[src/common/clfac_pkg.sv]
// constants, bus carriers and alarm set for the cryogenic level, fill and
// alarm controller; assumes a single 25 MHz clock and an AXI4-Lite master
package clfac_pkg;

	// timing: clock rate and the real-time units derived from it
	localparam int unsigned CLK_HZ = 25_000_000;
	localparam int unsigned MINUTE_S = 60;
	localparam int unsigned MINUTE_CYC = CLK_HZ * MINUTE_S;
	localparam int unsigned SAMPLE_MS = 250;
	localparam int unsigned SAMPLE_CYC = CLK_HZ / 1000 * SAMPLE_MS;
	localparam int unsigned FLASH_MS = 500;
	localparam int unsigned FLASH_CYC = CLK_HZ / 1000 * FLASH_MS;
	localparam int unsigned STEP_MIN = 10;

	// temperature averaging: four samples a second, mean by shift
	localparam int unsigned TEMP_W = 16;
	localparam int unsigned AVG_SHIFT = 2;

	// register byte addresses
	localparam logic [11:0] ADDR_CTRL = 12'h000;
	localparam logic [11:0] ADDR_LIMITS = 12'h004;
	localparam logic [11:0] ADDR_STEPS = 12'h008;
	localparam logic [11:0] ADDR_THRESH = 12'h00C;
	localparam logic [11:0] ADDR_STATUS = 12'h010;
	localparam logic [11:0] ADDR_TEMP = 12'h014;

	// field positions
	localparam int unsigned CTRL_TCEN = 0;
	localparam int unsigned CTRL_MUTE = 1;
	localparam int unsigned ST_VALVE = 4;
	localparam int unsigned ST_READY = 5;
	localparam int unsigned ST_TONE = 6;
	localparam int unsigned ST_RELAY = 7;
	localparam int unsigned ST_MUTED = 8;
	localparam int unsigned ST_ALARM = 9;
	localparam int unsigned TEMP_VALID = 16;

	// reset values and programmable ranges
	localparam logic RST_TCEN = 1'b1;
	localparam logic [7:0] FILL_MIN_LO = 8'h1E;
	localparam logic [7:0] FILL_MIN_HI = 8'h78;
	localparam logic [7:0] TDLY_MAX = 8'h3C;
	localparam logic [7:0] RST_TDLY = 8'h00;
	localparam logic [7:0] STEPS_MAX = 8'h48;
	localparam logic [7:0] RST_RETRIG = 8'h01;
	localparam logic [7:0] RST_REMOTE = 8'h03;
	localparam logic [15:0] RST_THRESH = 16'hFF9C;

	localparam logic [1:0] RESP_OKAY = 2'b00;
	localparam logic [1:0] RESP_SLVERR = 2'b10;

	typedef struct packed {
		logic awvalid;
		logic [11:0] awaddr;
		logic wvalid;
		logic [31:0] wdata;
		logic [3:0] wstrb;
		logic bready;
		logic arvalid;
		logic [11:0] araddr;
		logic rready;
	} clfac_axil_req_t;

	typedef struct packed {
		logic awready;
		logic wready;
		logic bvalid;
		logic [1:0] bresp;
		logic arready;
		logic rvalid;
		logic [31:0] rdata;
		logic [1:0] rresp;
	} clfac_axil_rsp_t;

	typedef struct packed {
		logic fillTimeout;
		logic tcOpen;
		logic hiTemp;
		logic sensorFault;
		logic highLevel;
		logic lowLevel;
	} clfac_alarm_t;

	typedef enum logic {FILL_IDLE, FILL_RUN} clfac_fill_t;

endpackage

[src/rtl/clfac_delay.sv]
// minute-based persistence timer: counts minute ticks while run is high
// assumes tick is a one-cycle pulse once a minute
module clfac_delay
	import clfac_pkg::*;
#(
	parameter int unsigned W = 10
)(
	input wire logic clk, // system clock
	input wire logic sys_rst, // synchronous reset, high
	input wire logic run, // condition being timed
	input wire logic tick, // one pulse per minute
	input wire logic [W-1:0] limit, // minutes to persist
	output logic expired // run has held for limit minutes
);
	logic [W-1:0] cnt_q;

	// restart whenever the condition drops; saturate so a held
	// condition keeps expired high without wrapping
	always_ff @(posedge clk)
	begin
		if (sys_rst || !run)
			cnt_q <= '0;
		else if (tick && cnt_q < limit)
			cnt_q <= cnt_q + 1'b1;
	end

	assign expired = run && (cnt_q >= limit);
endmodule

[src/rtl/clfac_top.sv]
// level control, fill valve, alarm timing and register slave
// assumes probe, temperature and button inputs are synchronous to clk
module clfac_top
	import clfac_pkg::*;
#(
	parameter int unsigned MINUTE_CYCLES = MINUTE_CYC,
	parameter int unsigned SAMPLE_CYCLES = SAMPLE_CYC,
	parameter int unsigned FLASH_CYCLES = FLASH_CYC,
	parameter int unsigned SAMPLES = 4
)(
	input wire logic clk, // 25 MHz system clock
	input wire logic sys_rst, // synchronous reset, high
	input wire clfac_axil_req_t axiReq, // AXI4-Lite master side
	output clfac_axil_rsp_t axiRsp, // AXI4-Lite slave side
	input wire logic [3:0] probeWet, // probe submerged, bit0 lowest
	input wire logic probeValid, // probe readings settled
	input wire logic probeOpen, // probe assembly open circuit
	input wire logic tcOpen, // thermocouple open circuit
	input wire logic signed [TEMP_W-1:0] tempIn, // temperature, deg C
	input wire logic muteBtn, // mute button pulse
	output logic valveOpen, // fill valve drive
	output logic [3:0] lampOn, // level lamps
	output clfac_alarm_t alarms, // active alarms
	output logic displayFlash, // display flash phase
	output logic toneOn, // alarm tone
	output logic [2:0] textCode, // error text shown, 0 none
	output logic [3:0] scrollPos, // text scroll step
	output logic relayToNo, // common joined to normal contact
	output logic relayToNc, // common joined to error contact
	output logic signed [TEMP_W-1:0] tempShown, // displayed temperature
	output logic tempShownValid // temperature display on
);
	logic ready_q, tcEn_q, muted_q, toneOn_q, relay_q, flash_q;
	logic [7:0] fillMin_q, tDly_q, retrig_q, remote_q;
	logic signed [15:0] thresh_q;
	logic [3:0] lamp_q, scroll_q;
	logic [2:0] text_q;
	clfac_alarm_t alarm_q, alarmRaw;
	clfac_fill_t state_q;
	logic anyErr;
	logic [30:0] minCnt_q;
	logic [22:0] sampCnt_q;
	logic [23:0] flashCnt_q;
	logic minTick, sampTick, flashTick;
	logic signed [17:0] acc_q, sampSum;
	logic [1:0] nSamp_q;
	logic signed [TEMP_W-1:0] avg_q, shown_q;
	logic avgValid_q, shownValid_q;
	logic hiRaw, hiExp, fillExp, retrigExp, remoteExp;
	logic [9:0] retrigMin, remoteMin;
	logic awHeld_q, wHeld_q, bValid_q, rValid_q;
	logic [11:0] awAddr_q;
	logic [31:0] wData_q, rData_q, wrWord, rdWord, wrMerged;
	logic [3:0] wStrb_q;
	logic [1:0] bResp_q, rResp_q;
	logic doWrite, wrHit, rdHit, arTake, muteWr;

	// byte-lane merge so partial writes keep untouched lanes
	function automatic logic [31:0] merge(input logic [31:0] old,
		input logic [31:0] nw, input logic [3:0] strb);
		logic [31:0] r;
		r = old;
		for (int i = 0; i < 4; i++)
			if (strb[i])
				r[8*i +: 8] = nw[8*i +: 8];
		return r;
	endfunction

	function automatic logic [7:0] clamp(input logic [7:0] v,
		input logic [7:0] lo, input logic [7:0] hi);
		return (v < lo) ? lo : ((v > hi) ? hi : v);
	endfunction

	// register readback for a given address; hit flags mapped ones
	function automatic logic [32:0] regWord(input logic [11:0] a);
		logic [31:0] st;
		st = {17'h0_0000, alarm_q, muted_q, relay_q, toneOn_q, ready_q,
			valveOpen, lamp_q};
		case (a)
			ADDR_CTRL: return {1'b1, 31'h0, tcEn_q};
			ADDR_LIMITS: return {1'b1, 16'h0000, tDly_q, fillMin_q};
			ADDR_STEPS: return {1'b1, 16'h0000, remote_q, retrig_q};
			ADDR_THRESH: return {1'b1, 16'h0000, thresh_q};
			ADDR_STATUS: return {1'b1, st};
			ADDR_TEMP: return {1'b1, 15'h0000, avgValid_q, avg_q};
			default: return 33'h0_0000_0000;
		endcase
	endfunction

	// bus channels: address and data are taken in either order
	assign axiRsp.awready = !awHeld_q && !bValid_q;
	assign axiRsp.wready = !wHeld_q && !bValid_q;
	assign axiRsp.bvalid = bValid_q;
	assign axiRsp.bresp = bResp_q;
	assign axiRsp.arready = !rValid_q;
	assign axiRsp.rvalid = rValid_q;
	assign axiRsp.rdata = rData_q;
	assign axiRsp.rresp = rResp_q;
	assign doWrite = awHeld_q && wHeld_q;
	assign arTake = axiReq.arvalid && !rValid_q;
	// readback in a process: a continuous assign would only re-run on an
	// address change and hand out stale words after a register update
	always_comb
	begin
		{wrHit, wrWord} = regWord(awAddr_q);
		{rdHit, rdWord} = regWord(axiReq.araddr);
		wrMerged = merge(wrWord, wData_q, wStrb_q);
	end
	assign muteWr = doWrite && awAddr_q == ADDR_CTRL && wStrb_q[0]
		&& wData_q[CTRL_MUTE];

	// write path: hold each half, then commit and answer together
	always_ff @(posedge clk)
	begin
		if (sys_rst)
		begin
			awHeld_q <= 1'b0;
			wHeld_q <= 1'b0;
			bValid_q <= 1'b0;
			bResp_q <= RESP_OKAY;
			awAddr_q <= 12'h000;
			wData_q <= 32'h0000_0000;
			wStrb_q <= 4'h0;
		end
		else
		begin
			if (axiReq.awvalid && axiRsp.awready)
			begin
				awHeld_q <= 1'b1;
				awAddr_q <= axiReq.awaddr;
			end
			if (axiReq.wvalid && axiRsp.wready)
			begin
				wHeld_q <= 1'b1;
				wData_q <= axiReq.wdata;
				wStrb_q <= axiReq.wstrb;
			end
			if (doWrite)
			begin
				awHeld_q <= 1'b0;
				wHeld_q <= 1'b0;
				bValid_q <= 1'b1;
				bResp_q <= wrHit ? RESP_OKAY : RESP_SLVERR;
			end
			else if (bValid_q && axiReq.bready)
				bValid_q <= 1'b0;
		end
	end

	// read path: one cycle from address to data
	always_ff @(posedge clk)
	begin
		if (sys_rst)
		begin
			rValid_q <= 1'b0;
			rData_q <= 32'h0000_0000;
			rResp_q <= RESP_OKAY;
		end
		else if (arTake)
		begin
			rValid_q <= 1'b1;
			rData_q <= rdWord;
			rResp_q <= rdHit ? RESP_OKAY : RESP_SLVERR;
		end
		else if (rValid_q && axiReq.rready)
			rValid_q <= 1'b0;
	end

	// settings; out-of-range writes are clamped rather than refused
	always_ff @(posedge clk)
	begin
		if (sys_rst)
		begin
			tcEn_q <= RST_TCEN;
			fillMin_q <= FILL_MIN_LO;
			tDly_q <= RST_TDLY;
			retrig_q <= RST_RETRIG;
			remote_q <= RST_REMOTE;
			thresh_q <= RST_THRESH;
		end
		else if (doWrite)
		begin
			case (awAddr_q)
				ADDR_CTRL: tcEn_q <= wrMerged[CTRL_TCEN];
				ADDR_LIMITS:
				begin
					fillMin_q <= clamp(wrMerged[7:0],
						FILL_MIN_LO, FILL_MIN_HI);
					tDly_q <= clamp(wrMerged[15:8],
						8'h00, TDLY_MAX);
				end
				ADDR_STEPS:
				begin
					retrig_q <= clamp(wrMerged[7:0],
						8'h00, STEPS_MAX);
					remote_q <= clamp(wrMerged[15:8],
						8'h00, STEPS_MAX);
				end
				ADDR_THRESH: thresh_q <= wrMerged[15:0];
				default: ;
			endcase
		end
	end

	// time bases: minute, sample and flash ticks
	assign minTick = minCnt_q == 31'(MINUTE_CYCLES - 1);
	assign sampTick = sampCnt_q == 23'(SAMPLE_CYCLES - 1);
	assign flashTick = flashCnt_q == 24'(FLASH_CYCLES - 1);
	always_ff @(posedge clk)
	begin
		if (sys_rst || minTick)
			minCnt_q <= '0;
		else
			minCnt_q <= minCnt_q + 1'b1;
	end
	always_ff @(posedge clk)
	begin
		if (sys_rst || sampTick)
			sampCnt_q <= '0;
		else
			sampCnt_q <= sampCnt_q + 1'b1;
	end
	always_ff @(posedge clk)
	begin
		if (sys_rst || flashTick)
			flashCnt_q <= '0;
		else
			flashCnt_q <= flashCnt_q + 1'b1;
	end

	// temperature mean over one second of samples
	assign sampSum = acc_q + 18'(tempIn);
	always_ff @(posedge clk)
	begin
		if (sys_rst)
		begin
			acc_q <= '0;
			nSamp_q <= 2'h0;
			avg_q <= '0;
			avgValid_q <= 1'b0;
		end
		else if (sampTick)
		begin
			if (nSamp_q == 2'(SAMPLES - 1))
			begin
				avg_q <= TEMP_W'(sampSum >>> AVG_SHIFT);
				avgValid_q <= 1'b1;
				acc_q <= '0;
				nSamp_q <= 2'h0;
			end
			else
			begin
				acc_q <= sampSum;
				nSamp_q <= nSamp_q + 1'b1;
			end
		end
	end

	// displayed temperature is blanked with the sensor off
	always_ff @(posedge clk)
	begin
		if (sys_rst)
		begin
			shown_q <= '0;
			shownValid_q <= 1'b0;
		end
		else
		begin
			shown_q <= (tcEn_q && avgValid_q) ? avg_q : '0;
			shownValid_q <= tcEn_q && avgValid_q;
		end
	end

	// nothing acts on the probes until a first valid reading
	always_ff @(posedge clk)
	begin
		if (sys_rst)
			ready_q <= 1'b0;
		else if (probeValid)
			ready_q <= 1'b1;
	end

	// fill cycle: begin probe dry starts, end probe wet stops
	always_ff @(posedge clk)
	begin
		if (sys_rst)
			state_q <= FILL_IDLE;
		else
		begin
			case (state_q)
				FILL_IDLE: if (ready_q && !probeWet[1])
					state_q <= FILL_RUN;
				FILL_RUN: if (probeWet[2])
					state_q <= FILL_IDLE;
				default: state_q <= FILL_IDLE;
			endcase
		end
	end
	assign valveOpen = state_q == FILL_RUN;

	// lamps mirror the probes once readings are valid
	always_ff @(posedge clk)
	begin
		if (sys_rst)
			lamp_q <= 4'h0;
		else
			lamp_q <= ready_q ? probeWet : 4'h0;
	end

	// persistence timers in minutes
	assign hiRaw = ready_q && tcEn_q && avgValid_q && avg_q > thresh_q;
	assign retrigMin = 10'(retrig_q) * 10'(STEP_MIN);
	assign remoteMin = 10'(remote_q) * 10'(STEP_MIN);
	clfac_delay #(.W(10)) uHiDly (.clk(clk), .sys_rst(sys_rst),
		.run(hiRaw), .tick(minTick), .limit(10'(tDly_q)),
		.expired(hiExp));
	clfac_delay #(.W(10)) uFillDly (.clk(clk), .sys_rst(sys_rst),
		.run(valveOpen), .tick(minTick), .limit(10'(fillMin_q)),
		.expired(fillExp));
	clfac_delay #(.W(10)) uRetrig (.clk(clk), .sys_rst(sys_rst),
		.run(muted_q && anyErr), .tick(minTick), .limit(retrigMin),
		.expired(retrigExp));
	clfac_delay #(.W(10)) uRemote (.clk(clk), .sys_rst(sys_rst),
		.run(anyErr), .tick(minTick), .limit(remoteMin),
		.expired(remoteExp));

	// raw alarm conditions, all held off before the first reading
	always_comb
	begin
		alarmRaw.lowLevel = ready_q && !probeWet[0];
		alarmRaw.highLevel = ready_q && probeWet[3];
		alarmRaw.sensorFault = ready_q && probeOpen;
		alarmRaw.hiTemp = hiExp;
		alarmRaw.tcOpen = ready_q && tcEn_q && tcOpen;
		alarmRaw.fillTimeout = fillExp;
	end
	always_ff @(posedge clk)
	begin
		if (sys_rst)
			alarm_q <= '0;
		else
			alarm_q <= alarmRaw;
	end
	assign anyErr = |alarm_q;

	// mute: a new press wins over the re-trigger clear
	always_ff @(posedge clk)
	begin
		if (sys_rst)
			muted_q <= 1'b0;
		else if ((muteBtn || muteWr) && anyErr)
			muted_q <= 1'b1;
		else if (retrigExp || !anyErr)
			muted_q <= 1'b0;
	end

	// annunciators: tone, relay, flash, text and scroll
	always_ff @(posedge clk)
	begin
		if (sys_rst)
		begin
			toneOn_q <= 1'b0;
			relay_q <= 1'b0;
		end
		else
		begin
			toneOn_q <= anyErr && !muted_q;
			relay_q <= remoteExp;
		end
	end
	always_ff @(posedge clk)
	begin
		if (sys_rst || !anyErr)
		begin
			flash_q <= 1'b0;
			scroll_q <= 4'h0;
		end
		else if (flashTick)
		begin
			flash_q <= !flash_q;
			scroll_q <= scroll_q + 1'b1;
		end
	end
	// lowest-numbered active alarm names the text shown
	always_ff @(posedge clk)
	begin
		if (sys_rst)
			text_q <= 3'h0;
		else if (alarm_q.lowLevel)
			text_q <= 3'h1;
		else if (alarm_q.highLevel)
			text_q <= 3'h2;
		else if (alarm_q.sensorFault)
			text_q <= 3'h3;
		else if (alarm_q.hiTemp)
			text_q <= 3'h4;
		else if (alarm_q.tcOpen)
			text_q <= 3'h5;
		else if (alarm_q.fillTimeout)
			text_q <= 3'h6;
		else
			text_q <= 3'h0;
	end

	assign lampOn = lamp_q;
	assign alarms = alarm_q;
	assign displayFlash = flash_q;
	assign toneOn = toneOn_q;
	assign textCode = text_q;
	assign scrollPos = scroll_q;
	assign relayToNo = !relay_q;
	assign relayToNc = relay_q;
	assign tempShown = shown_q;
	assign tempShownValid = shownValid_q;
endmodule
[config.mk]
export PLATFORM = sky130hd
export DESIGN_NAME = clfac_top
export DESIGN_NICKNAME = d
export VERILOG_FILES = /design/src/common/clfac_pkg.sv /design/src/rtl/clfac_delay.sv /design/src/rtl/clfac_top.sv
export SDC_FILE = /design/constraint.sdc
export NUM_CORES = 1
export LEC_CHECK = 0
export ABC_AREA = 0
export BUFFER_PORTS_ARGS = -buffer_cell sky130_fd_sc_hd__buf_2
export CORE_UTILIZATION = 35
export CTS_CLUSTER_DIAMETER = 200
export DETAILED_ROUTE_END_ITERATION = 12
export PLACE_DENSITY_LB_ADDON = 0.12
export SLEW_MARGIN = 20
export SYNTH_ARGS = -nofsm -noshare
export SYNTH_HDL_FRONTEND = slang
export SYNTH_SLANG_ARGS = --single-unit
[constraint.sdc]
create_clock -name clk -period 5.27 [get_ports clk]
set_clock_uncertainty 0.15 [all_clocks]
set_input_delay 0.527 -clock clk [delete_from_list [all_inputs] [get_ports clk]]
set_output_delay 0.527 -clock clk [all_outputs]
set_load 0.02 [all_outputs]
* Word-level counts from Yosys, hierarchy flattened *
Index checks and enable logic that the tools add are counted.

word-level totals
  word-level logic and storage cells = 191
  output and inout port bits = 80
  flip-flop bits (word level) = 314
  input port bits = 91

operators by class
  add/sub/neg operators = 10
  multiplexer cells = 31
  $mul = 2
  order comparisons = 16
  bitwise logic cells = 3
  reduce and logical (&&, ||, !) cells = 69
  equal/unequal tests = 14

operators with widths
  cell                     count
  $pmux W33 S6             2
  $mux W8                  10
  $eq A12 B4 Y1 const B    4
  $eq A12 B5 Y1 const B    4
  $add A10 B1 Y10 const B  4
  $add A31 B1 Y31 const B  1
  $eq A31 B31 Y1 const B   1
  $logic_and A1 B1 Y1      31
  $add A24 B1 Y24 const B  1
  $eq A12 B3 Y1 const B    2
  $eq A24 B24 Y1 const B   1
  $gt A8 B7 Y1 const B     3
  $logic_not A12 Y1        2
  $add A23 B1 Y23 const B  1
  $eq A23 B23 Y1 const B   1
  $ge A10 B10 Y1           2
  $ge A10 B8 Y1            2
  $lt A10 B10 Y1           2
  $lt A10 B8 Y1            2
  $add A18 B16 Y18         1
  $mul A8 B3 Y9 const B    2
  $mux W18                 1
  $gt A16 B16 Y1           1
  $lt A8 B1 Y1 const B     2
  other kinds (17)         62

* Depth between registers and ports, before layout *
Gate-level depths: netlist (run 1).

  depth in word-level cells = 7
  depth in mapped cells = 17
  mapped depth without buffers = 17

* Cells and area by module *
Synthesis (run 1) repeated with hierarchy kept, for this count alone.

second synthesis, totals
  cell total of the unflattened synthesis = 1,896
  area, all modules = 16,041.6 µm²

modules (own cells, without submodules)
  module       instances  area each (µm²)  seq. area each (µm²)  cells each
  clfac_top    1          12,908.6         5,144.9               1,520
  clfac_delay  4          783.3            200.2                 94

* Worst setup path after synthesis (run 1) *
OpenSTA, ideal clock, no wires.

  kind = reg2reg
  start = register retrig_q[2]
  end = register uRetrig.cnt_q[6]
  data arrival time = 3.343 ns
  data required time = 5.048 ns
  buffers on the path = 1
  setup time = 0.072 ns
  cell stages (with the launch flop) = 17
  slack = 1.705 ns
  clock period less this slack = 3.565 ns
  cells stage by stage = dfxtp_1 > ha_1 > ha_1 > a21o_1 > a21oi_1 > o21bai_1 > a21oi_1 > xnor2_1 > ha_1 > and4_1 > nand2_1 > o221ai_1 > a211o_1 > or2_1 > clkbuf_1 > or3_1 > a21oi_1

between the ends
  cells in the longest elaborated chain, start to end = 3

ends and longest elaborated chain
  item                    RTL line           text
  start, declared         clfac_top.sv:34    logic [7:0] fillMin_q, tDly_q, retrig_q, remote_q;
  start signal, assigned  clfac_top.sv:194   retrig_q <= clamp(wrMerged[7:0],
  $mul A8 B3 Y9           clfac_top.sv:312   assign retrigMin = 10'(retrig_q) * 10'(STEP_MIN);
  $lt A10 B10 Y1          clfac_delay.sv:23  else if (tick && cnt_q < limit)
  $logic_and A1 B1 Y1     clfac_delay.sv:23
  end signal, assigned    clfac_delay.sv:24  cnt_q <= cnt_q + 1'b1;
  end, declared           clfac_delay.sv:15  logic [W-1:0] cnt_q;

No other way between the ends.
A chain may end at the register's enable or synchronous reset.

* Worst setup path after layout (run 1) *
  start = register retrig_q[0]
  end = register uRetrig.cnt_q[6]

The elaborated chain is that of the path after synthesis.

==> results_dict.tcl, run 1 <==
set metrics [dict create \
    grt_pass1_wl_mm 67.43 \
    antenna-diode-count 0 \
    critPathKind "register to register" \
    p_int_mw 4.045 \
    status "finished clean" \
    h-tree-depth 2 \
    powerDensity_nw_per_um2 299.0 \
    grt_pass1_vias 12350 \
    port_buffers 135 \
    via_per_inst 5.098 \
    syn_area_um2 15190 \
    grt.overflow.total 0 \
    dieArea_um2 44240 \
    ir_drop_v 0.0001907 \
    startpoint_type "register" \
    drc_errors 0 \
    required_ns 5.59 \
    ys_ff_latch 297 \
    wirelength_mm 42.30 \
    clock_power_share_pct 50.9 \
    gp_congestion 0.8598 \
    clock-sinks 297 \
    tightest_slew_ns 0.9901 \
    maxSlewHeadroom_pct 33.43 \
    area_growth_pct 16.54 \
    wl_per_cell_um 16.91 \
    netlist.top_cell.by_area "dfxtp_1" \
    path_clk_slew_ns 0.06 \
    dominantRegCellSynth "dfxtp_1" \
    grt_max_degree 53 \
    synthArstFlopShare_pct 0 \
    slew_viol_final 0 \
    crit_arrival_ns 4.21 \
    crit_path_max_fanout 7 \
    setup_viol 0 \
    cts_resized 0 \
    synth.distinct_cells 68 \
    clockBufferDepth 3 \
    rsz0062_at_grt "false" \
    insertion_delay_ns 0.55 \
    root_buffer "clkbuf_16" \
    vias 12750 \
    first_iter_violations 656 \
    swShare_pct 23.58 \
    seqPwrFrac_pct 43.7 \
    synth_commonest_cells "dfxtp_1 (297), nor2_1 (207), nand2_1 (183), a21oi_1 (105), ha_1 (98)" \
    drive_gt1_share_pct 12.89 \
    netlist_instances 1781 \
    die_w_um 210.3 \
    setup_tns_ns 0 \
    yosys.area.top_type_share_pct 39.14 \
    num_rows 75 \
    yosysMostFrequentCell "dfxtp_1" \
    tritoncts "built" \
    finalNonFillerCells 2501 \
    drtPass1Iterations 5 \
    end_kind "register" \
    core-area_um2 42420 \
    yosys_warnings 0 \
    cts_made_buffers 37 \
    place_inst 2431 \
    fp.dieH_um 210.3 \
    antenna_found_initial 1 \
    cts.repair_timing.setup_buffer_count 0 \
    fin_crit_sh_pct 73.74 \
    dp_hpwl_mm 31.36 \
    ctsHoldBuffers 2 \
    combPwrFrac_pct 5.5 \
    min_period_ns 3.886 \
    synth_edf_count 0 \
    nets 2087 \
    fmax_ghz 0.2573 \
    leakagePower_nw 7.248 \
    ios 171 \
    gr-usage-all-layers_pct 19.28 \
    ant_nets 0 \
    syn_area_per_cell_um2 8.530 \
    initial_utilization_pct 35.82 \
    ys_seq_area_share_pct 39.14 \
    hold_path.class "primary input to register" \
    maxCapViolCount 0 \
    hold_viol_final 0 \
    switchingPower_mw 1.248 \
    synth_area_leaders "dfxtp_1 (39%), ha_1 (8.1%), nor2_1 (5.1%)" \
]
==> final cells by class <==
class	instances	area [um2]
fill	4386	24710
multi-input combinational	1322	8608
sequential	297	5947
clock buffer	55	1156
timing repair buffer	148	780.7
tap	577	721.9
inverter	89	334.1
clock inverter	13	156.4
==> routing by layer <==
layer  vias up  wire length, um  global-route usage (%)
li1       6462                -                       -
met1      5955            20080                   26.03
met2       251            19370                   31.01
met3        82             1540                   2.548
met4         0             1310                   7.828
met5         -                0                       0
==> per-stage QoR <==
step	power [mW]	setup slack [ns]	hold WS, ns	utilization, %	area [um2]
2_1_floorplan	2.553	1.705	0.2620	-	15250
3_3_place_gp	2.649	1.470	0.2748	38.56	16360
3_5_place_dp	2.651	1.395	0.2747	38.58	16360
4_1_cts	5.384	1.371	0.003276	41.72	17690
5_1_grt	5.507	1.073	0.03868	41.74	17700
6_report	5.293	1.384	0.03802	41.74	17700
==> power groups by stage <==
stage                     registers [mW]  clock network [mW]  logic (mW)
after floorplan                     2.35                   0       0.203
after global placement              2.36                   0       0.289
after detailed placement            2.36                   0       0.290
after CTS                           2.31                2.78       0.292
after global routing                2.31                2.87       0.322
final                               2.31                2.69       0.290
==> critical path: stages (launching register included) <==
cell and delay, ns:
dfxtp_1 0.54, ha_1 0.23, ha_1 0.17, inv_1 0.06, fa_1 0.39, inv_1 0.07, a21o_1 0.11, a21oi_1 0.07
xor2_1 0.14, ha_1 0.29, and4_1 0.23, nand2_1 0.09, o221ai_1 0.14, a211o_1 0.34, or2_1 0.32, or3_1 0.34
a21oi_1 0.14
==> cell usage in the layout, fill, tap and decap left out, types with 19 or more instances in the layout <==
cell type,instances
and3_1,19
mux2i_1,39
inv_1,89
o21ai_0,52
buf_2,134
a22oi_1,49
and2_1,36
nor2b_1,21
a21oi_1,105
xnor2_1,37
a21o_1,23
nor3_1,37
nor2_1,206
xor2_1,79
nand2_1,183
or3_1,20
nand4_1,38
dfxtp_1,296
nand3_1,43
clkbuf_16,39
ha_1,98
==> final timing paths <==
path                            cells past startpoint  slack, ns                            from                        endpoint
worst max-delay path                               16       1.38        retrig_q[0]$_SDFFE_PP1P_   uRetrig.cnt_q[6]$_SDFFE_PP0P_
worst min-delay path                                2       0.04                       probeOpen            alarms[2]$_SDFF_PP0_
worst max register to register                     16       1.38        retrig_q[0]$_SDFFE_PP1P_   uRetrig.cnt_q[6]$_SDFFE_PP0P_
worst min register to register                      2       0.29  uFillDly.cnt_q[9]$_SDFFE_PP0P_  uFillDly.cnt_q[9]$_SDFFE_PP0P_
==> cells by family after synthesis <==
family          Yosys count  share of synthesized area, %
compound gates          354                         15.42
xor+xnor                116                         6.688
fa+ha+maj               101                         8.467
buf+inv                 178                         4.884
flops                   297                         39.14
mux                      55                         3.904
other cells               1                       0.02468
simple gates            679                         21.48
==> state kept, by name, indices dropped and copies added (netlist names), 2 cells and up <==
signal	cells
tDly_q	8
wStrb_q	2
uRemote.cnt_q	10
tempShown	16
textCode	3
minCnt_q	31
uHiDly.cnt_q	10
flashCnt_q	24
uFillDly.cnt_q	10
thresh_q	16
alarms	6
avg_q	16
awAddr_q	12
wData_q	16
sampCnt_q	23
retrig_q	8
remote_q	8
uRetrig.cnt_q	10
nSamp_q	2
rData_q	17
scrollPos	4
acc_q	18
lampOn	4
fillMin_q	8
Power figures use the tool's default switching activity.
==> inputs of run 2 (changes only) <==
- ABC_AREA: 0 -> 1
- clock period: 5.27 -> 3.7 ns (I/O delays scaled with it)
==> run 2 against run 1 <==
  * Global-route usage up 2.1 points
  * Register-to-register slack worse by 1.2 ns
  * Flip-flop and latch count unchanged
  * Cell area up 8.9%
  * Critical endpoint is now uRemote.cnt_q[5]$_SDFFE_PP0P_
  * Highest routed layer unchanged
==> results_dict.tcl, run 2 <==
set metrics [dict create \
    swShare_pct 25.94 \
    synth.distinct_cells 63 \
    critPathKind "register to register" \
    powerDensity_nw_per_um2 387.5 \
    antenna_found_initial 0 \
    reg2reg_depth 19 \
    setup_slack_ns 0.2313 \
    dominantRegCellSynth "dfxtp_1" \
    crit_arrival_ns 3.78 \
    multi_input_area_um2 8848 \
    rsz0062_at_grt "false" \
    crit_top_cell "a21oi_1" \
    min_period_ns 3.469 \
    clock_power_share_pct 47.8 \
    synth_commonest_cells "nand2_1 (363), inv_1 (317), dfxtp_1 (297), nor2_1 (266), a21oi_1 (195)" \
    worst_path_max_delay_cell "dfxtp_2" \
    dieArea_um2 47190 \
    fmax_ghz 0.2883 \
    core-area_um2 45580 \
    die_w_um 217.2 \
    antenna-diode-count 0 \
    netlist_instances 2274 \
    r2r_start "remote_q[5]$_SDFFE_PP0P_" \
    fin_crit_sh_pct 93.75 \
    ant_nets 0 \
    maxSlewHeadroom_pct 43.50 \
    design_area_um2 19280 \
    largest_reg_flops 31 \
    layout_common_cells "nand2_1 (361), inv_1 (316), dfxtp_1 (290), nor2_1 (265), a21oi_1 (193)" \
    wirelength_mm 51.25 \
    yosys.area.top_type_share_pct 36.67 \
    startpoint_type "register" \
    drc_errors 0 \
    yosys_warnings 0 \
    num_rows 78 \
    yosysMostFrequentCell "nand2_1" \
    setup_tns_ns 0 \
    hold_viol_final 0 \
    top_register "minCnt_q" \
    wl_per_cell_um 16.61 \
    h-tree-depth 2 \
    setup_viol 0 \
    end_kind "register" \
    regArea_um2 5957 \
    synth_area_leaders "dfxtp_1 (37%), nand2_1 (8.4%), ha_1 (7.6%)" \
    vias 15750 \
    drtPass1Iterations 6 \
    power.total_mw 7.472 \
    insertion_delay_ns 0.55 \
    seqPwrFrac_pct 44.2 \
    tightest_slew_ns 0.8455 \
    grt_max_degree 49 \
    gp_congestion 0.9365 \
    placedInstanceArea_um2 17500 \
    mostFrequentLayoutCell "nand2_1" \
    leakagePower_nw 8.405 \
    p_int_mw 5.534 \
    n_fill_cell 4792 \
    first_iter_violations 1254 \
    path_cells "ha_4 > ha_4 > a21oi_1 > and2_4 > inv_1 > a21oi_2 > nor2_1 > nor2_1 > xor2_1 > ha_1 > a21oi_1 > o21ai_1 > nor3b_2 > buf_4 > nand2_4 > nor3_4 > nand2_2 > or2_0 > a21oi_1" \
    cts_made_buffers 37 \
    pre_cts_ws_ns 0.06632 \
    r2r_end "uRemote.cnt_q[5]$_SDFFE_PP0P_" \
    initial_utilization_pct 35.58 \
    top_regs "minCnt_q (31), flashCnt_q (24), sampCnt_q (23)" \
    slew_viol_final 0 \
    hold_path.class "primary input to register" \
    crit_start "remote_q[5]$_SDFFE_PP0P_" \
    ys_seq_area_share_pct 36.67 \
    ios 171 \
    endpoint "uRemote.cnt_q[5]$_SDFFE_PP0P_" \
    gr-usage-all-layers_pct 21.42 \
    required_ns 4.01 \
    clock-sinks 297 \
    ir_drop_v 0.0002469 \
    fp.dieH_um 217.2 \
    path_clk_slew_ns 0.06 \
    max_stage_delay_ns 0.38 \
    switchingPower_mw 1.938 \
    ys_ff_latch 297 \
    port_buffers 135 \
    crit_path_max_fanout 6 \
    maxCapViolCount 0 \
    combPwrFrac_pct 7.9 \
    syn_area_per_cell_um2 7.130 \
    drive_gt1_share_pct 12.27 \
    netlist.top_cell.by_area "dfxtp_1" \
    grt_pass1_wl_mm 79.61 \
    root_buffer "clkbuf_16" \
    grt.overflow.total 0 \
    clockBufferDepth 3 \
    status "finished clean" \
    synth_edf_count 0 \
    via_per_inst 5.105 \
    tritoncts "built" \
    area_growth_pct 18.92 \
    grt_pass1_vias 14400 \
    synthArstFlopShare_pct 0 \
    nets 2651 \
    dp_hpwl_mm 38.91 \
    syn_area_um2 16210 \
    reg2reg_setup_slack_ns 0.23 \
]
## run 2: changes by cell type after synthesis, moves of 59 or more
cell     previous run  this run
a21oi_1           105       195
nand2_1           183       363
inv_1              89       317
nor2_1            207       266
nand3_1            43       161
o21ai_0            52       147
## run 2: worst min path at each step
stage	slack [ns]	to	start	depth (start not counted)
3_3_place_gp	0.27	uFillDly.cnt_q[9]$_SDFFE_PP0P_	uFillDly.cnt_q[9]$_SDFFE_PP0P_	2
4_1_cts	0.06	avg_q[7]$_SDFFE_PP0P_	sys_rst	4
6_report	0.09	avg_q[5]$_SDFFE_PP0P_	sys_rst	4
2_1_floorplan	0.26	uFillDly.cnt_q[9]$_SDFFE_PP0P_	uFillDly.cnt_q[9]$_SDFFE_PP0P_	2
5_1_grt	0.11	avg_q[7]$_SDFFE_PP0P_	sys_rst	4
3_5_place_dp	0.28	uFillDly.cnt_q[9]$_SDFFE_PP0P_	uFillDly.cnt_q[9]$_SDFFE_PP0P_	2
## run 2: logic make-up (layout without fill, tap and decap cells)
family	after synthesis	after routing	synth area share, %
AO/OA/AOI/OAI	436	436	14.82
XOR/XNOR	46	46	2.485
adder cells (fa/ha/maj)	101	101	7.933
buffers and inverters	402	598	9.978
flip-flops	297	297	36.67
other	1	17	0.02313
AND/OR/NAND/NOR	991	991	28.09
## run 2: cell type report
cell class                      instances  share of cell area, %
Tap cell                              600                  3.893
Multi-Input combinational cell       1591                  45.89
Clock buffer                           51                  5.555
Timing Repair Buffer                  205                  6.774
Sequential cell                       297                  30.89
Inverter                              327                  6.392
Clock inverter                         15                 0.6035
## run 2: timing repair
item / 4_1_cts / 5_1_grt
hold endpoints to repair: 44 / 0
setup buffers: 0 / 4
hold buffers: 42 / 0
setup endpoints to repair: 0 / 12
resized for setup: 0 / 30
## run 2: power by group through the flow
stage	combinational, mW	sequential [mW]	clock [mW]
after floorplan	0.381	3.36	0
after global placement	0.548	3.37	0
after detailed placement	0.554	3.38	0
after CTS	0.590	3.30	3.68
after global routing	0.655	3.31	3.79
final	0.594	3.31	3.57
## run 2: worst max-delay path: cells and delay by family, from the launching register on
kind / cells / cell delay, ns
AND/OR/NAND/NOR: 8 / 1.10
adder cells (fa/ha/maj): 3 / 0.75
AO/OA/AOI/OAI: 5 / 0.60
flip-flops: 1 / 0.38
buffers and inverters: 2 / 0.21
XOR/XNOR: 1 / 0.18
## run 2: per-stage QoR
step | utilization, % | instances | hold WS [ns]
6_report | 42.31 | 3086 | 0.08584
5_1_grt | 42.31 | 3086 | 0.1094
3_5_place_dp | 38.41 | 2974 | 0.2758
4_1_cts | 41.93 | 3082 | 0.06420
2_1_floorplan | - | 2290 | 0.2587
3_3_place_gp | 38.41 | 2974 | 0.2680
## run 2: metal layers
layer	routed length [um]	global-route usage, %	vias to the layer above
met5	0	0	-
met4	1241	6.690	0
met3	3219	3.033	78
met2	21240	31.79	477
met1	25550	31.62	7295
li1	-	-	7903
==> inputs of run 3 (changes only) <==
--- a/config.mk
+++ b/config.mk
@@ -16,2 +16,3 @@
 export SYNTH_HDL_FRONTEND = slang
 export SYNTH_SLANG_ARGS = --single-unit
+export TNS_END_PERCENT = 30
==> constraint.sdc (replaced) <==
create_clock -name clk -period 3.7 [get_ports clk]
set_clock_uncertainty 0.15 [all_clocks]
set_input_delay 0.74 -clock clk [delete_from_list [all_inputs] [get_ports clk]]
set_output_delay 0.74 -clock clk [all_outputs]
set_load 0.02 [all_outputs]
==> run 3 against run 2 <==
  * Non-clock buffer count down 36
  * Register-to-register slack got worse by 0.04 ns
  * Sequential power hardly changed
  * Power rose by 1.3%
  * Sequential share of layout area grew 0.66 points
  * Hold slack improved by 0.13 ns
  * Flip-flop and latch count stayed put
  * Largest cell class unchanged
  * Largest power group unchanged
==> results_dict.tcl, run 3 (synthesis results as in run 2) <==
set metrics [dict create \
    status "finished clean" \
    vias 15420 \
    tightest_slew_ns 1.029 \
    num_rows 78 \
    nets 2615 \
    clock-sinks 297 \
    setup_slack_ns 0.1878 \
    ctsHoldBuffers 0 \
    ios 171 \
    required_ns 4.01 \
    top_register "minCnt_q" \
    layout_common_cells "nand2_1 (362), inv_1 (316), dfxtp_1 (294), nor2_1 (265), a21oi_1 (195)" \
    fp.dieH_um 217.2 \
    grt.overflow.total 0 \
    insertion_delay_ns 0.56 \
    grt_max_degree 71 \
    hold_viol_final 0 \
    drtPass1Iterations 6 \
    clockBufferDepth 3 \
    wirelength_mm 50.14 \
    grt_pass1_wl_mm 78.40 \
    grt_pass1_vias 14070 \
    h-tree-depth 2 \
    slew_viol_final 0 \
    hold_path.class "primary input to register" \
    path_cells "ha_1 > ha_1 > a21oi_1 > and2_1 > inv_1 > a21oi_1 > nor2_1 > nor2_1 > xor2_1 > ha_1 > nand4_1 > inv_1 > nand2_1 > nor3b_2 > nand2_2 > nor3_4 > nand2_1 > or2_0 > a21oi_1" \
    top_regs "minCnt_q (31), flashCnt_q (24), sampCnt_q (23)" \
    maxSlewHeadroom_pct 31.11 \
    tritoncts "built" \
    worst_path_max_delay_cell "ha_1" \
    rsz0062_at_grt "true" \
    die_w_um 217.2 \
    gp_congestion 0.9173 \
    dieArea_um2 47190 \
    holdPathStages 2 \
    drc_errors 0 \
    antenna-diode-count 0 \
    area_growth_pct 16.30 \
    gr-usage-all-layers_pct 21.12 \
    fin_crit_sh_pct 94.92 \
    root_buffer "clkbuf_16" \
    path_clk_slew_ns 0.06 \
    antenna_found_initial 1 \
    via_per_inst 5.051 \
    min_period_ns 3.512 \
    port_buffers 135 \
    first_iter_violations 1111 \
    leakagePower_nw 8.304 \
    maxCapViolCount 0 \
    finalNonFillerCells 3052 \
    setup_viol 0 \
    core-area_um2 45580 \
    startpoint_type "register" \
    max_stage_delay_ns 0.35 \
    drive_gt1_share_pct 11.99 \
    powerDensity_nw_per_um2 401.4 \
    n_fill_cell 4793 \
    reg2reg_depth 19 \
    wl_per_cell_um 16.43 \
    initial_utilization_pct 35.58 \
    fmax_ghz 0.2847 \
    largest_reg_flops 31 \
    dp_hpwl_mm 38.24 \
    ant_nets 0 \
    ir_drop_v 0.0002831 \
    crit_path_max_fanout 4 \
    end_kind "register" \
    crit_arrival_ns 3.82 \
    mostFrequentLayoutCell "nand2_1" \
    critPathKind "register to register" \
    pre_cts_ws_ns 0.06137 \
    cts_made_buffers 37 \
    place_inst 2983 \
]
[run 3: cell types whose count changed in the layout (fill, tap and decap cells not counted), moves of 3 or more]
cell           previous run  this run
dfxtp_2                   6         3
dfxtp_1                 290       294
clkbuf_1                  7        10
dlygate4sd3_1            42         0
ha_1                     91        98
buf_4                    28        33
ha_4                      7         0
[run 3: timing repair]
item | 4_1_cts | 5_1_grt
gates resized for setup | 0 | 10
setup endpoints to repair | 0 | 13
setup buffers | 0 | 1
[run 3: final timing paths]
check                                       from                        endpoint  slack [ns]
setup reg to reg        remote_q[5]$_SDFFE_PP0P_   uRemote.cnt_q[5]$_SDFFE_PP0P_        0.19
setup / recovery        remote_q[5]$_SDFFE_PP0P_   uRemote.cnt_q[5]$_SDFFE_PP0P_        0.19
hold reg to reg   uFillDly.cnt_q[9]$_SDFFE_PP0P_  uFillDly.cnt_q[9]$_SDFFE_PP0P_        0.28
hold / removal                       probeWet[0]            alarms[0]$_SDFF_PP0_        0.21
[run 3: worst max-delay path: cells and delay by family (launching register included)]
family / cells / cell delay [ns]
and+or+nand+nor: 10 / 1.35
AOI/OAI and AO/OA: 3 / 0.38
xor gates and xnor gates: 1 / 0.19
adders and majority gates: 3 / 0.91
buffers and inverters: 2 / 0.11
DFF: 1 / 0.33
[run 3: report_power, final]
part,internal (mW),switching (mW),leakage [nW]
logic,0.153,0.405,5.30
registers,3.26,0.0497,2.41
clock network,2.23,1.48,0.600
total,5.64,1.93,8.30
[run 3: layout make-up]
cell class	instances	area (um2)	area share, %
inverter	327	1232	6.536
tap	600	750.7	3.981
sequential	297	5949	31.55
clock inverter	15	165.2	0.8759
clock buffer	53	1069	5.666
multi-input combinational	1591	8747	46.39
timing repair buffer	169	943.4	5.003
[run 3: per-stage QoR]
stage | utilization, % | instance area (um2) | TNS [ns] | hold slack (ns) | power [mW]
after detailed placement | 38.58 | 17580 | 0 | 0.2802 | 3.928
after global routing | 41.37 | 18860 | -0.08142 | 0.1926 | 7.855
final | 41.37 | 18860 | 0 | 0.2141 | 7.569
after CTS | 41.29 | 18820 | 0 | 0.1839 | 7.665
after floorplan | - | 16270 | 0 | 0.2587 | 3.745
after global placement | 38.58 | 17580 | 0 | 0.2715 | 3.922
[run 3: metal layers]
layer	vias to the layer above	global-route usage, %	routed length (um)
met5	-	0	12
met4	2	5.869	1170
met3	74	4.179	3538
met2	509	30.78	20380
met1	7001	31.15	25030
li1	7829	-	-
